$ cat src/inc/tcb_consts.svh
/*
  constants for the 24-bit timer/counter block: register byte offsets,
  control word bit positions, mode codes and reset values.
  assumes it is included by bare name from the timer logic files.
*/
`ifndef TCB_CONSTS_SVH
`define TCB_CONSTS_SVH

// ----------------------------------------------------------------------
// register map (byte addresses)
// ----------------------------------------------------------------------
`define TCB_ADR_CSW      5'h00
`define TCB_ADR_PRELOAD  5'h04
`define TCB_ADR_MATCH    5'h08
`define TCB_ADR_COUNT    5'h0c

// ----------------------------------------------------------------------
// control status word bit positions
// ----------------------------------------------------------------------
`define TCB_B_TE    0
`define TCB_B_OVERFLOW_IRQ_ENABLE  1
`define TCB_B_MATCH_IRQ_ENABLE  2
`define TCB_B_TC_LO 4
`define TCB_B_TC_HI 7
`define TCB_B_INV   8
`define TCB_B_TRM   9
`define TCB_B_DIR   11
`define TCB_B_DI    12
`define TCB_B_DO    13
`define TCB_B_PCE   15
`define TCB_B_TOF   20
`define TCB_B_TCF   21

// ----------------------------------------------------------------------
// mode codes
// ----------------------------------------------------------------------
`define TCB_MODE_GPIO    4'h0
`define TCB_MODE_PULSE   4'h1
`define TCB_MODE_TOGGLE  4'h2
`define TCB_MODE_EVENT   4'h3
`define TCB_MODE_WIDTH   4'h4
`define TCB_MODE_PERIOD  4'h5
`define TCB_MODE_CAPTURE 4'h6
`define TCB_MODE_PWM     4'h7
`define TCB_MODE_WDPULSE 4'h9
`define TCB_MODE_WDTOG   4'ha

// ----------------------------------------------------------------------
// widths and reset values
// ----------------------------------------------------------------------
`define TCB_CW        24
`define TCB_CNT_RST   24'h000000
`define TCB_MODE_RST  4'h0
`define TCB_DATA_RST  32'h00000000

`endif

$ cat src/inc/tcb_pkg.sv
/*
  types shared by the timer/counter block.
  assumes nothing beyond a systemverilog compiler.
*/
package tcb_pkg;

  // measurement sequencer, gray coded along wait -> run -> halt
  typedef enum logic [1:0] {
    TCB_M_WAIT = 2'b00,
    TCB_M_RUN  = 2'b01,
    TCB_M_HALT = 2'b11
  } tcb_meas_t;

endpackage : tcb_pkg

$ cat src/logic/tcb_timer.sv
/*
  24-bit timer/counter with avalon-mm register slave.
  assumes a prescaler outside supplies a one-cycle tick on presc_tick_i,
  and that the timer pin wire is resolved from pin_o and pin_oe_o outside.
*/
// Implementation choices: the address map and register access over Avalon-MM.
`timescale 1ns/1ps
`include "tcb_consts.svh"
module tcb_timer import tcb_pkg::*; #(
  parameter int TIMER_ID = 0,
  parameter int CW       = `TCB_CW
) (
  input  wire logic        clk_i,
  input  wire logic        rst_i,
  input  wire logic [4:0]  avs_address_i,
  input  wire logic        avs_read_i,
  input  wire logic        avs_write_i,
  input  wire logic [31:0] avs_writedata_i,
  input  wire logic [3:0]  avs_byteenable_i,
  output logic      [31:0] avs_readdata_o,
  output logic             avs_waitrequest_o,
  input  wire logic        presc_tick_i,
  input  wire logic        pin_i,
  output logic             pin_o,
  output logic             pin_oe_o,
  output logic             match_irq_o,
  output logic             ovf_irq_o
);

  localparam bit IS_T0 = (TIMER_ID == 0);

  // ----------------------------------------------------------------------
  // declarations
  // ----------------------------------------------------------------------
  logic          ack_ff;
  logic [31:0]   rdata_ff;
  logic          te_ff;
  logic          overflow_irq_enable_ff;
  logic          match_irq_enable_ff;
  logic [3:0]    mode_ff;
  logic          inv_ff;
  logic          trm_ff;
  logic          dir_ff;
  logic          do_ff;
  logic          pce_ff;
  logic          tof_ff;
  logic          tcf_ff;
  logic [CW-1:0] preload_ff;
  logic [CW-1:0] match_ff;
  logic [CW-1:0] cnt_ff;
  logic [CW-1:0] capt_ff;
  logic          first_ff;
  logic          div_ff;
  logic          pulse_ff;
  logic          tog_ff;
  logic          pin_prev_ff;
  logic          pin_ff;
  logic          pin_oe_ff;
  tcb_meas_t     meas_ff;

  logic          pin_lvl;
  logic          wr_go;
  logic          wr_csw;
  logic [31:0]   csw_rd;
  logic [31:0]   csw_w;
  logic [31:0]   rd_mux;
  logic          en_set;
  logic          is_count;
  logic          is_meas;
  logic          run_ok;
  logic          tick;
  logic          step;
  logic          act_edge;
  logic          opp_edge;
  logic [CW-1:0] nxt_cnt;
  logic          ovf_ev;
  logic          match_ev;
  logic          capt_ev;
  logic          reload_req;

  function automatic logic [31:0] be_merge(input logic [31:0] old_v,
                                           input logic [31:0] new_v,
                                           input logic [3:0]  be);
    logic [31:0] r;
    r = old_v;
    for (int i = 0; i < 4; i++) begin
      if (be[i]) begin
        r[i*8 +: 8] = new_v[i*8 +: 8];
      end
    end
    return r;
  endfunction : be_merge

  // ----------------------------------------------------------------------
  // avalon slave: one wait cycle, then answer
  // ----------------------------------------------------------------------
  assign avs_waitrequest_o = (avs_read_i | avs_write_i) & ~ack_ff;
  assign wr_go             = avs_write_i & ack_ff;
  assign wr_csw            = wr_go & (avs_address_i == `TCB_ADR_CSW);
  assign csw_w             = be_merge(csw_rd, avs_writedata_i, avs_byteenable_i);
  assign en_set            = wr_csw & csw_w[`TCB_B_TE] & ~te_ff;

  always_ff @(posedge clk_i) begin
    if (rst_i) begin
      ack_ff <= 1'b0;
    end else begin
      ack_ff <= (avs_read_i | avs_write_i) & ~ack_ff;
    end
  end

  always_comb begin
    csw_rd                            = `TCB_DATA_RST;
    csw_rd[`TCB_B_TE]                 = te_ff;
    csw_rd[`TCB_B_OVERFLOW_IRQ_ENABLE]               = overflow_irq_enable_ff;
    csw_rd[`TCB_B_MATCH_IRQ_ENABLE]               = match_irq_enable_ff;
    csw_rd[`TCB_B_TC_HI:`TCB_B_TC_LO] = mode_ff;
    csw_rd[`TCB_B_INV]                = inv_ff;
    csw_rd[`TCB_B_TRM]                = trm_ff;
    csw_rd[`TCB_B_DIR]                = dir_ff;
    csw_rd[`TCB_B_DI]                 = IS_T0 & (pin_lvl ^ inv_ff);
    csw_rd[`TCB_B_DO]                 = do_ff;
    csw_rd[`TCB_B_PCE]                = pce_ff;
    csw_rd[`TCB_B_TOF]                = tof_ff;
    csw_rd[`TCB_B_TCF]                = tcf_ff;
  end

  always_comb begin
    rd_mux = `TCB_DATA_RST;
    unique case (avs_address_i)
      `TCB_ADR_CSW:   rd_mux = csw_rd;
      `TCB_ADR_MATCH: rd_mux[CW-1:0] = match_ff;
      `TCB_ADR_COUNT: rd_mux[CW-1:0] = is_meas ? capt_ff : cnt_ff;
      default:        rd_mux = `TCB_DATA_RST; // preload is write-only
    endcase
  end

  always_ff @(posedge clk_i) begin
    if (rst_i) begin
      rdata_ff <= `TCB_DATA_RST;
    end else if (avs_read_i & ~ack_ff) begin
      rdata_ff <= rd_mux;
    end
  end

  assign avs_readdata_o = rdata_ff;

  // ----------------------------------------------------------------------
  // control fields
  // ----------------------------------------------------------------------
  always_ff @(posedge clk_i) begin
    if (rst_i) begin
      te_ff   <= 1'b0;
      overflow_irq_enable_ff <= 1'b0;
      match_irq_enable_ff <= 1'b0;
      mode_ff <= `TCB_MODE_RST;
      inv_ff  <= 1'b0;
      trm_ff  <= 1'b0;
      dir_ff  <= 1'b0;
      do_ff   <= 1'b0;
      pce_ff  <= 1'b0;
    end else if (wr_csw) begin
      te_ff   <= csw_w[`TCB_B_TE];
      overflow_irq_enable_ff <= csw_w[`TCB_B_OVERFLOW_IRQ_ENABLE];
      match_irq_enable_ff <= csw_w[`TCB_B_MATCH_IRQ_ENABLE];
      mode_ff <= csw_w[`TCB_B_TC_HI:`TCB_B_TC_LO];
      inv_ff  <= csw_w[`TCB_B_INV];
      trm_ff  <= csw_w[`TCB_B_TRM];
      dir_ff  <= IS_T0 & csw_w[`TCB_B_DIR];
      do_ff   <= IS_T0 & csw_w[`TCB_B_DO];
      pce_ff  <= csw_w[`TCB_B_PCE];
    end
  end

  always_ff @(posedge clk_i) begin
    if (rst_i) begin
      preload_ff <= `TCB_CNT_RST;
      match_ff   <= `TCB_CNT_RST;
    end else if (wr_go) begin
      if (avs_address_i == `TCB_ADR_PRELOAD) begin
        preload_ff <= CW'(be_merge(32'(preload_ff), avs_writedata_i,
                                   avs_byteenable_i));
      end
      if (avs_address_i == `TCB_ADR_MATCH) begin
        match_ff <= CW'(be_merge(32'(match_ff), avs_writedata_i, avs_byteenable_i));
      end
    end
  end

  // ----------------------------------------------------------------------
  // mode decode and timer clock selection
  // ----------------------------------------------------------------------
  always_comb begin
    unique case (mode_ff)
      `TCB_MODE_GPIO, `TCB_MODE_PULSE, `TCB_MODE_TOGGLE, `TCB_MODE_EVENT,
      `TCB_MODE_PWM, `TCB_MODE_WDPULSE, `TCB_MODE_WDTOG: begin
        is_count = 1'b1;
        is_meas  = 1'b0;
      end
      `TCB_MODE_WIDTH, `TCB_MODE_PERIOD, `TCB_MODE_CAPTURE: begin
        is_count = 1'b0;
        is_meas  = IS_T0;
      end
      default: begin
        is_count = 1'b0;
        is_meas  = 1'b0;
      end
    endcase
  end

  tcb_sync u_pin_sync (
    .clk_i   (clk_i),
    .rst_i   (rst_i),
    .async_i (pin_i),
    .level_o (pin_lvl)
  );

  always_ff @(posedge clk_i) begin
    if (rst_i) begin
      pin_prev_ff <= 1'b0;
    end else begin
      pin_prev_ff <= pin_lvl;
    end
  end

  // polarity chooses which edge is the active one
  assign act_edge = inv_ff ? (pin_prev_ff & ~pin_lvl) : (~pin_prev_ff & pin_lvl);
  assign opp_edge = inv_ff ? (~pin_prev_ff & pin_lvl) : (pin_prev_ff & ~pin_lvl);

  // system clock divided by two
  always_ff @(posedge clk_i) begin
    if (rst_i) begin
      div_ff <= 1'b0;
    end else if (!te_ff) begin
      div_ff <= 1'b0;
    end else begin
      div_ff <= ~div_ff;
    end
  end

  always_comb begin
    if (pce_ff) begin
      tick = presc_tick_i;
    end else if (mode_ff == `TCB_MODE_EVENT) begin
      tick = IS_T0 ? act_edge : presc_tick_i;
    end else begin
      tick = div_ff;
    end
  end

  assign run_ok   = is_count | (is_meas & (meas_ff == TCB_M_RUN));
  assign step     = te_ff & tick & run_ok;
  assign nxt_cnt  = first_ff ? preload_ff : cnt_ff + CW'(1);
  assign ovf_ev   = step & ~first_ff & (cnt_ff == {CW{1'b1}});
  assign match_ev = step & is_count & (nxt_cnt == match_ff);

  // ----------------------------------------------------------------------
  // measurement sequencer (timer 0 only)
  // ----------------------------------------------------------------------
  always_comb begin
    capt_ev    = 1'b0;
    reload_req = 1'b0;
    if (te_ff & is_meas) begin
      unique case (mode_ff)
        `TCB_MODE_WIDTH: begin
          capt_ev    = (meas_ff == TCB_M_RUN) & opp_edge;
          reload_req = (meas_ff == TCB_M_WAIT) & act_edge & trm_ff;
        end
        `TCB_MODE_PERIOD: begin
          capt_ev    = (meas_ff == TCB_M_RUN) & act_edge;
          reload_req = capt_ev & trm_ff;
        end
        default: begin
          capt_ev = (meas_ff == TCB_M_RUN) & act_edge;
        end
      endcase
    end
  end

  always_ff @(posedge clk_i) begin
    if (rst_i) begin
      meas_ff <= TCB_M_WAIT;
    end else if (en_set) begin
      meas_ff <= (csw_w[`TCB_B_TC_HI:`TCB_B_TC_LO] == `TCB_MODE_CAPTURE) ? TCB_M_RUN
                                                                          : TCB_M_WAIT;
    end else if (te_ff & is_meas) begin
      unique case (meas_ff)
        TCB_M_WAIT: begin
          if (act_edge) begin
            meas_ff <= TCB_M_RUN;
          end
        end
        TCB_M_RUN: begin
          if (capt_ev & ((mode_ff == `TCB_MODE_CAPTURE) |
                         ((mode_ff == `TCB_MODE_WIDTH) & trm_ff))) begin
            meas_ff <= (mode_ff == `TCB_MODE_CAPTURE) ? TCB_M_HALT : TCB_M_WAIT;
          end
        end
        TCB_M_HALT: meas_ff <= TCB_M_HALT;
        default:    meas_ff <= TCB_M_WAIT;
      endcase
    end
  end

  always_ff @(posedge clk_i) begin
    if (rst_i) begin
      capt_ff <= `TCB_CNT_RST;
    end else if (capt_ev) begin
      capt_ff <= cnt_ff;
    end
  end

  // ----------------------------------------------------------------------
  // counter
  // ----------------------------------------------------------------------
  always_ff @(posedge clk_i) begin
    if (rst_i) begin
      cnt_ff <= `TCB_CNT_RST;
    end else if (en_set) begin
      cnt_ff <= `TCB_CNT_RST;
    end else if (step) begin
      cnt_ff <= nxt_cnt;
    end
  end

  // load pending: after enable, after a reloading match, on measurement reload
  always_ff @(posedge clk_i) begin
    if (rst_i) begin
      first_ff <= 1'b0;
    end else if (en_set) begin
      first_ff <= 1'b1;
    end else if ((match_ev & trm_ff) | reload_req) begin
      first_ff <= 1'b1;
    end else if (step) begin
      first_ff <= 1'b0;
    end
  end

  // ----------------------------------------------------------------------
  // flags: set wins over write-one clear, disable clears
  // ----------------------------------------------------------------------
  always_ff @(posedge clk_i) begin
    if (rst_i) begin
      tof_ff <= 1'b0;
      tcf_ff <= 1'b0;
    end else if (!te_ff) begin
      tof_ff <= 1'b0;
      tcf_ff <= 1'b0;
    end else begin
      if (ovf_ev) begin
        tof_ff <= 1'b1;
      end else if (wr_csw & avs_byteenable_i[2] & avs_writedata_i[`TCB_B_TOF]) begin
        tof_ff <= 1'b0;
      end
      if (match_ev | capt_ev) begin
        tcf_ff <= 1'b1;
      end else if (wr_csw & avs_byteenable_i[2] & avs_writedata_i[`TCB_B_TCF]) begin
        tcf_ff <= 1'b0;
      end
    end
  end

  assign match_irq_o = tcf_ff & match_irq_enable_ff;
  assign ovf_irq_o   = tof_ff & overflow_irq_enable_ff;

  // ----------------------------------------------------------------------
  // timer pin drive (timer 0 only)
  // ----------------------------------------------------------------------
  always_ff @(posedge clk_i) begin
    if (rst_i) begin
      pulse_ff <= 1'b0;
      tog_ff   <= 1'b0;
    end else if (en_set | ~te_ff) begin
      pulse_ff <= 1'b0;
      tog_ff   <= 1'b0;
    end else begin
      if (match_ev) begin
        pulse_ff <= 1'b1;
      end else if (step) begin
        pulse_ff <= 1'b0;
      end
      if (match_ev) begin
        tog_ff <= ~tog_ff;
      end
    end
  end

  always_ff @(posedge clk_i) begin
    if (rst_i) begin
      pin_ff    <= 1'b0;
      pin_oe_ff <= 1'b0;
    end else if (!IS_T0) begin
      pin_ff    <= 1'b0;
      pin_oe_ff <= 1'b0;
    end else begin
      unique case (mode_ff)
        `TCB_MODE_GPIO: begin
          pin_ff    <= do_ff ^ inv_ff;
          pin_oe_ff <= dir_ff;
        end
        `TCB_MODE_PULSE: begin
          pin_ff    <= inv_ff ^ pulse_ff;
          pin_oe_ff <= 1'b1;
        end
        `TCB_MODE_TOGGLE: begin
          pin_ff    <= inv_ff ^ tog_ff;
          pin_oe_ff <= 1'b1;
        end
        default: begin
          pin_ff    <= 1'b0;
          pin_oe_ff <= 1'b0;
        end
      endcase
    end
  end

  assign pin_o    = pin_ff;
  assign pin_oe_o = pin_oe_ff;

endmodule : tcb_timer

$ cat src/logic/tcb_sync.sv
/*
  three-stage input synchroniser with agreement filter.
  assumes the input is asynchronous to clk_i; reset is synchronous.
*/
`timescale 1ns/1ps
module tcb_sync import tcb_pkg::*; (
  input  wire logic clk_i,
  input  wire logic rst_i,
  input  wire logic async_i,
  output logic      level_o
);

  logic [2:0] stage_ff;
  logic       level_ff;

  always_ff @(posedge clk_i) begin
    if (rst_i) begin
      stage_ff <= 3'h0;
    end else begin
      stage_ff <= {stage_ff[1:0], async_i};
    end
  end

  // a change counts only once stages two and three agree
  always_ff @(posedge clk_i) begin
    if (rst_i) begin
      level_ff <= 1'b0;
    end else if (stage_ff[1] == stage_ff[2]) begin
      level_ff <= stage_ff[2];
    end
  end

  assign level_o = level_ff;

endmodule : tcb_sync

$ cat config.mk
export PLATFORM = sky130hd
export DESIGN_NAME = tcb_timer
export DESIGN_NICKNAME = d
export VERILOG_FILES = /design/src/inc/tcb_pkg.sv /design/src/logic/tcb_timer.sv /design/src/logic/tcb_sync.sv
export VERILOG_INCLUDE_DIRS = /design/src /design/src/inc
export SDC_FILE = /design/constraint.sdc
export NUM_CORES = 1
export LEC_CHECK = 0
export BUFFER_PORTS_ARGS = -buffer_cell sky130_fd_sc_hd__buf_4
export CAP_MARGIN = 40
export CORE_MARGIN = 2
export CORE_UTILIZATION = 50
export CTS_CLUSTER_DIAMETER = 120
export DETAILED_ROUTE_END_ITERATION = 8
export PLACE_DENSITY = 0.76
export SYNTH_ARGS = -nofsm -noshare
export SYNTH_HDL_FRONTEND = slang
export SYNTH_SLANG_ARGS = --single-unit
$ cat constraint.sdc
create_clock -name clk_i -period 2.7 [get_ports clk_i]
set_clock_uncertainty 0.15 [all_clocks]
set_input_delay 0.405 -clock clk_i [delete_from_list [all_inputs] [get_ports clk_i]]
set_output_delay 0.405 -clock clk_i [all_outputs]
set_load 0.05 [all_outputs]
==> results.md <==
| Step | Metric | Value |
| --- | --- | --- |
| final layout | Final design area excluding fillers | 0.0101 mm² |
| sta | Setup ws final | -0.0449 ns |
| cts | Clock sinks | 150 |
| final layout | Area of the multi-input gates | 0.00483 mm² |
| placed design | Post-detailed-placement half-perimeter wirelength | 19500 µm |
| final layout | Share of post-route cells with drive strength above 1 | 21.5% |
| routing | Via count | 8173 |
| setup path | Cells along the critical path | ha_4, and4_4, and3_4, nor4_4, a21oi_1, or4_4, nor4_4, nand4_1, a21oi_1 |
| synthesis | EDFF count, synth | 0 |
| synthesis | Yosys warns | 0 |
| setup path | CP max-delay cell | or4_4 |
| routing | DRT Pass-1 Iters | 8 |
| synthesis | Async set-reset flop share out of synthesis | 0% |
| hold path | Worst min-delay path class | in2reg |
| grt | Wire length of the first global-routing pass | 40800 µm |
| cts | Clock tree root buffer cell | clkbuf_16 |
| floorplan | Row count | 46 |
| sta | Final hold vios | 0 |
| synthesis | Register area share after synthesis | 36.8% |
| routing | DRC violations left | 0 |
| setup path | Critical path launch point | cnt_ff[0] |
| grt | Antenna violations before repair | 0 |
| setup path | R2R depth | 9 |
| routing | Vias per cell | 6.06 |
| pwr | Internal power consumption | 3910 µW |
| cts | Number of buffers created by CTS | 17 |
| final layout | Number of fillers in the final layout | 1368 |
| routing | Iteration-0 DRC count of the detailed router | 977 |
| setup path | Crit path buffers/inverters | 0 |
| pwr | Seq pwr share | 43.7% |
| synthesis | Primary flip-flop cell chosen by synthesis mapping | dfxtp_1 |
| sta | Final Slew Violations | 0 |
| cts | CTS tree | done |
| synthesis | Syn avg cell area | 7.98 µm² |
| cts | Clock slew at reported path FFs | 0.07 ns |
| sta | Max_slew headroom | 65.1% |
| setup path | Critical R2R Launch | cnt_ff[0] |
| setup path | Startpoint type of the worst setup path | register |
| floorplan | X dimension of the die | 132 µm |
| sta | RSZ-0062 raised after global routing | true |
| grt | Vias in the first global route | 7401 |
| final layout | Commonest non-fill, non-tap cell in the layout | buf_4 |
| floorplan | Initial standard-cell utilization of the core | 51.3% |
| sta | Post-route fraction of the period consumed by the critical path | 102% |
| run status | Violations in the final reports | negative setup slack |
| hold path | WHS Path Cells | 2 |
| synthesis | Number of distinct library cells after synthesis | 66 |
| floorplan | Chip Height | 132 µm |
| setup path | Required time of the critical path | 2.92 ns |
| sta | Max Fclk | 364 MHz |
| cts | Worst-skew pair later-pin latency | 0.44 ns |
| setup path | Cell family contributing the most delay on the critical path | simple AND/OR/NAND/NOR gates |
| setup path | Number of cells on the critical path | 9 |
| routing | DRT Wirelength | 26700 µm |
| final layout | Commonest cells after routing, fill and taps aside | buf_4, nor2_1, dfxtp_1, nand2_1, mux2i_1 |
| placed design | Post-placement setup slack | -0.0253 ns |
| sta | Worst-Margin Slew | 0.510 ns |
| pwr | Sum of internal, switching and leakage power | 5090 µW |
| pwr | Clock Power Share | 51.5% |
| pwr | Power density over the cells | 503 mW/mm² |
| setup path | Worst Path Max Fanout | 6 |
| pwr | Psw | 1180 µW |
| job | Max-cap viol count | 0 |
| placed design | Count of buffers from port buffering | 66 |
| setup path | Critical path start-end classification | reg2reg |
| setup path | Worst EP arrival | 2.97 ns |
| synthesis | Post-synthesis instance total | 1022 |
| setup path | Slowest stage delay, CP | 0.58 ns |
| sta | Post-layout min period | 2.74 ns |
| floorplan | Die area | 0.0173 mm² |
| synthesis | Mapped Area | 0.00815 mm² |
| pwr | Part of the power in combinational logic | 4.8% |
| grt | Total congestion overflow | 0 |
| pwr | Sw Ratio | 23.3% |
| setup path | Crit end category | register |
| setup path | Capture point of the critical path | first_ff |
| pwr | Worst-case vdd ir drop | 0.457 mV |
| run status | Outcome | finished, violations left |
| final layout | Relative area change from synthesis to final layout | 24.1% |
| final layout | Diode insertion count for antenna repair | 0 |
| grt | Aggregate global-route resource usage | 30.1% |
| synthesis | Post-synthesis register bit count | 150 |
| cts | Deepest level of the CTS H-tree | 4 |
| floorplan | Top-level I/O count | 84 |
| floorplan | Core area | 0.0159 mm² |
| setup path | Endpoint of the worst register-to-register path | first_ff |
| pwr | Standby leakage power | 0.00358 µW |
| final layout | Nets@finish | 1170 |
| grt | Largest net degree at the start of global routing | 45 |
| setup path | Setup slack of the worst register-to-register path | -0.04 ns |
| placed design | Placer congestion estimate | 1.02 |
| routing | Detail-routed net length per standard cell | 19.8 µm |
| cts | Max clock buf depth | 2 |
| final layout | Final core utilization | 63.7% |
| final layout | Footprint of the flip-flops and latches | 0.00303 mm² |
| sta | Final setup violation count | 4 |
| routing | Final antenna-violating net count | 0 |
| placed design | Post-place instance area | 0.00929 mm² |
==> layout make-up <==
type	instances	share of cell area [%]
Multi-Input combinational cell	771	47.7
Sequential cell	150	30.0
Timing Repair Buffer	165	12.7
Clock buffer	19	4.48
Tap cell	216	2.67
Clock inverter	13	1.94
Inverter	15	0.556
==> worst min path at each step <==
| stage | start | endpoint | slack [ns] |
|---|---|---|---|
| final | pin_i | u_pin_sync.stage_ff[0] | 0.03 |
| after global placement | div_ff | div_ff | 0.26 |
| after CTS | pin_i | u_pin_sync.stage_ff[0] | 0.03 |
| after global routing | pin_i | u_pin_sync.stage_ff[0] | 0.07 |
| after floorplan | div_ff | div_ff | 0.24 |
| after detailed placement | div_ff | div_ff | 0.26 |
==> registers in the layout, indices dropped and copies added (netlist names), 2 cells and up <==
signal	cells
meas_ff	2
match_ff	24
mode_ff	4
avs_readdata_o	24
preload_ff	24
u_pin_sync.stage_ff	3
capt_ff	24
cnt_ff	24
==> power groups by stage <==
stage / combinational, µW / clock [µW] / sequential (µW)
finish: 245 / 2620 / 2220
global placement: 238 / 0 / 2280
detailed placement: 240 / 0 / 2280
global route: 259 / 2730 / 2220
floorplan: 142 / 0 / 2280
CTS: 241 / 2630 / 2230
==> metrics by stage <==
step | setup TNS (ns) | hold slack [ns] | std cells
global placement | 0 | 0.258 | 1311
CTS | 0 | 0.0273 | 1343
detailed placement | -0.0648 | 0.257 | 1311
floorplan | 0 | 0.243 | 1029
finish | -0.137 | 0.0283 | 1349
global route | -0.433 | 0.0652 | 1349
==> per-layer routing <==
metal	global-route usage, %	up-vias	part of all wire (%)
met3	6.44	74	10
met1	42.0	3824	42
met4	12.6	0	3.4
li1	-	3827	-
met5	0	-	0
met2	45.1	448	44
==> synthesized netlist by cell type (3+ instances only) <==
cell	count	share of area [%]
a211oi_1	4	0.37
a21oi_1	77	4.7
a221oi_1	6	0.64
a22o_1	15	1.6
a22oi_1	33	3.0
a31o_2	3	0.32
a31oi_1	12	0.92
and2_1	6	0.46
and3_1	9	0.69
and4_1	7	0.75
buf_1	11	0.51
buf_2	15	0.92
buf_4	14	1.3
clkbuf_1	53	2.4
dfxtp_1	150	37
ha_1	3	0.46
inv_1	15	0.69
mux2i_1	81	9.9
nand2_1	108	5.0
nand2b_1	10	0.77
nand3_1	46	2.8
nand4_1	14	1.1
nor2_1	138	6.4
nor2b_1	10	0.77
nor3_1	10	0.61
nor4_1	6	0.46
nor4b_1	5	0.54
o211ai_1	3	0.28
o21a_1	3	0.28
o21ai_0	47	2.9
o22ai_1	6	0.46
o31ai_1	6	0.55
o41ai_1	4	0.43
or2_2	4	0.31
or3_1	4	0.31
or4_1	3	0.28
xnor2_1	32	3.4
xor2_1	13	1.4
==> cell families (layout without fill, tap and decap cells) <==
group	Yosys count	after routing	share of synthesized area, %
multiplexers	81	81	9.94
adder cells (fa/ha/maj)	3	3	0.460
buffers and inverters	108	212	5.85
AO/OA/AOI/OAI	240	240	18.8
XOR/XNOR	45	45	4.83
other	1	8	0.0460
flip-flops	150	150	36.8
AND/OR/NAND/NOR	394	394	23.2
==> what timing repair did <==
| item | CTS | global route |
|---|---|---|
| gates resized for setup | 4 | 32 |
| endpoints found under the setup margin | 4 | 8 |
| pin swaps | 1 | 13 |
| setup buffers | 0 | 6 |
| hold buffers | 0 | 0 |
(Power assumes the default switching activity.)
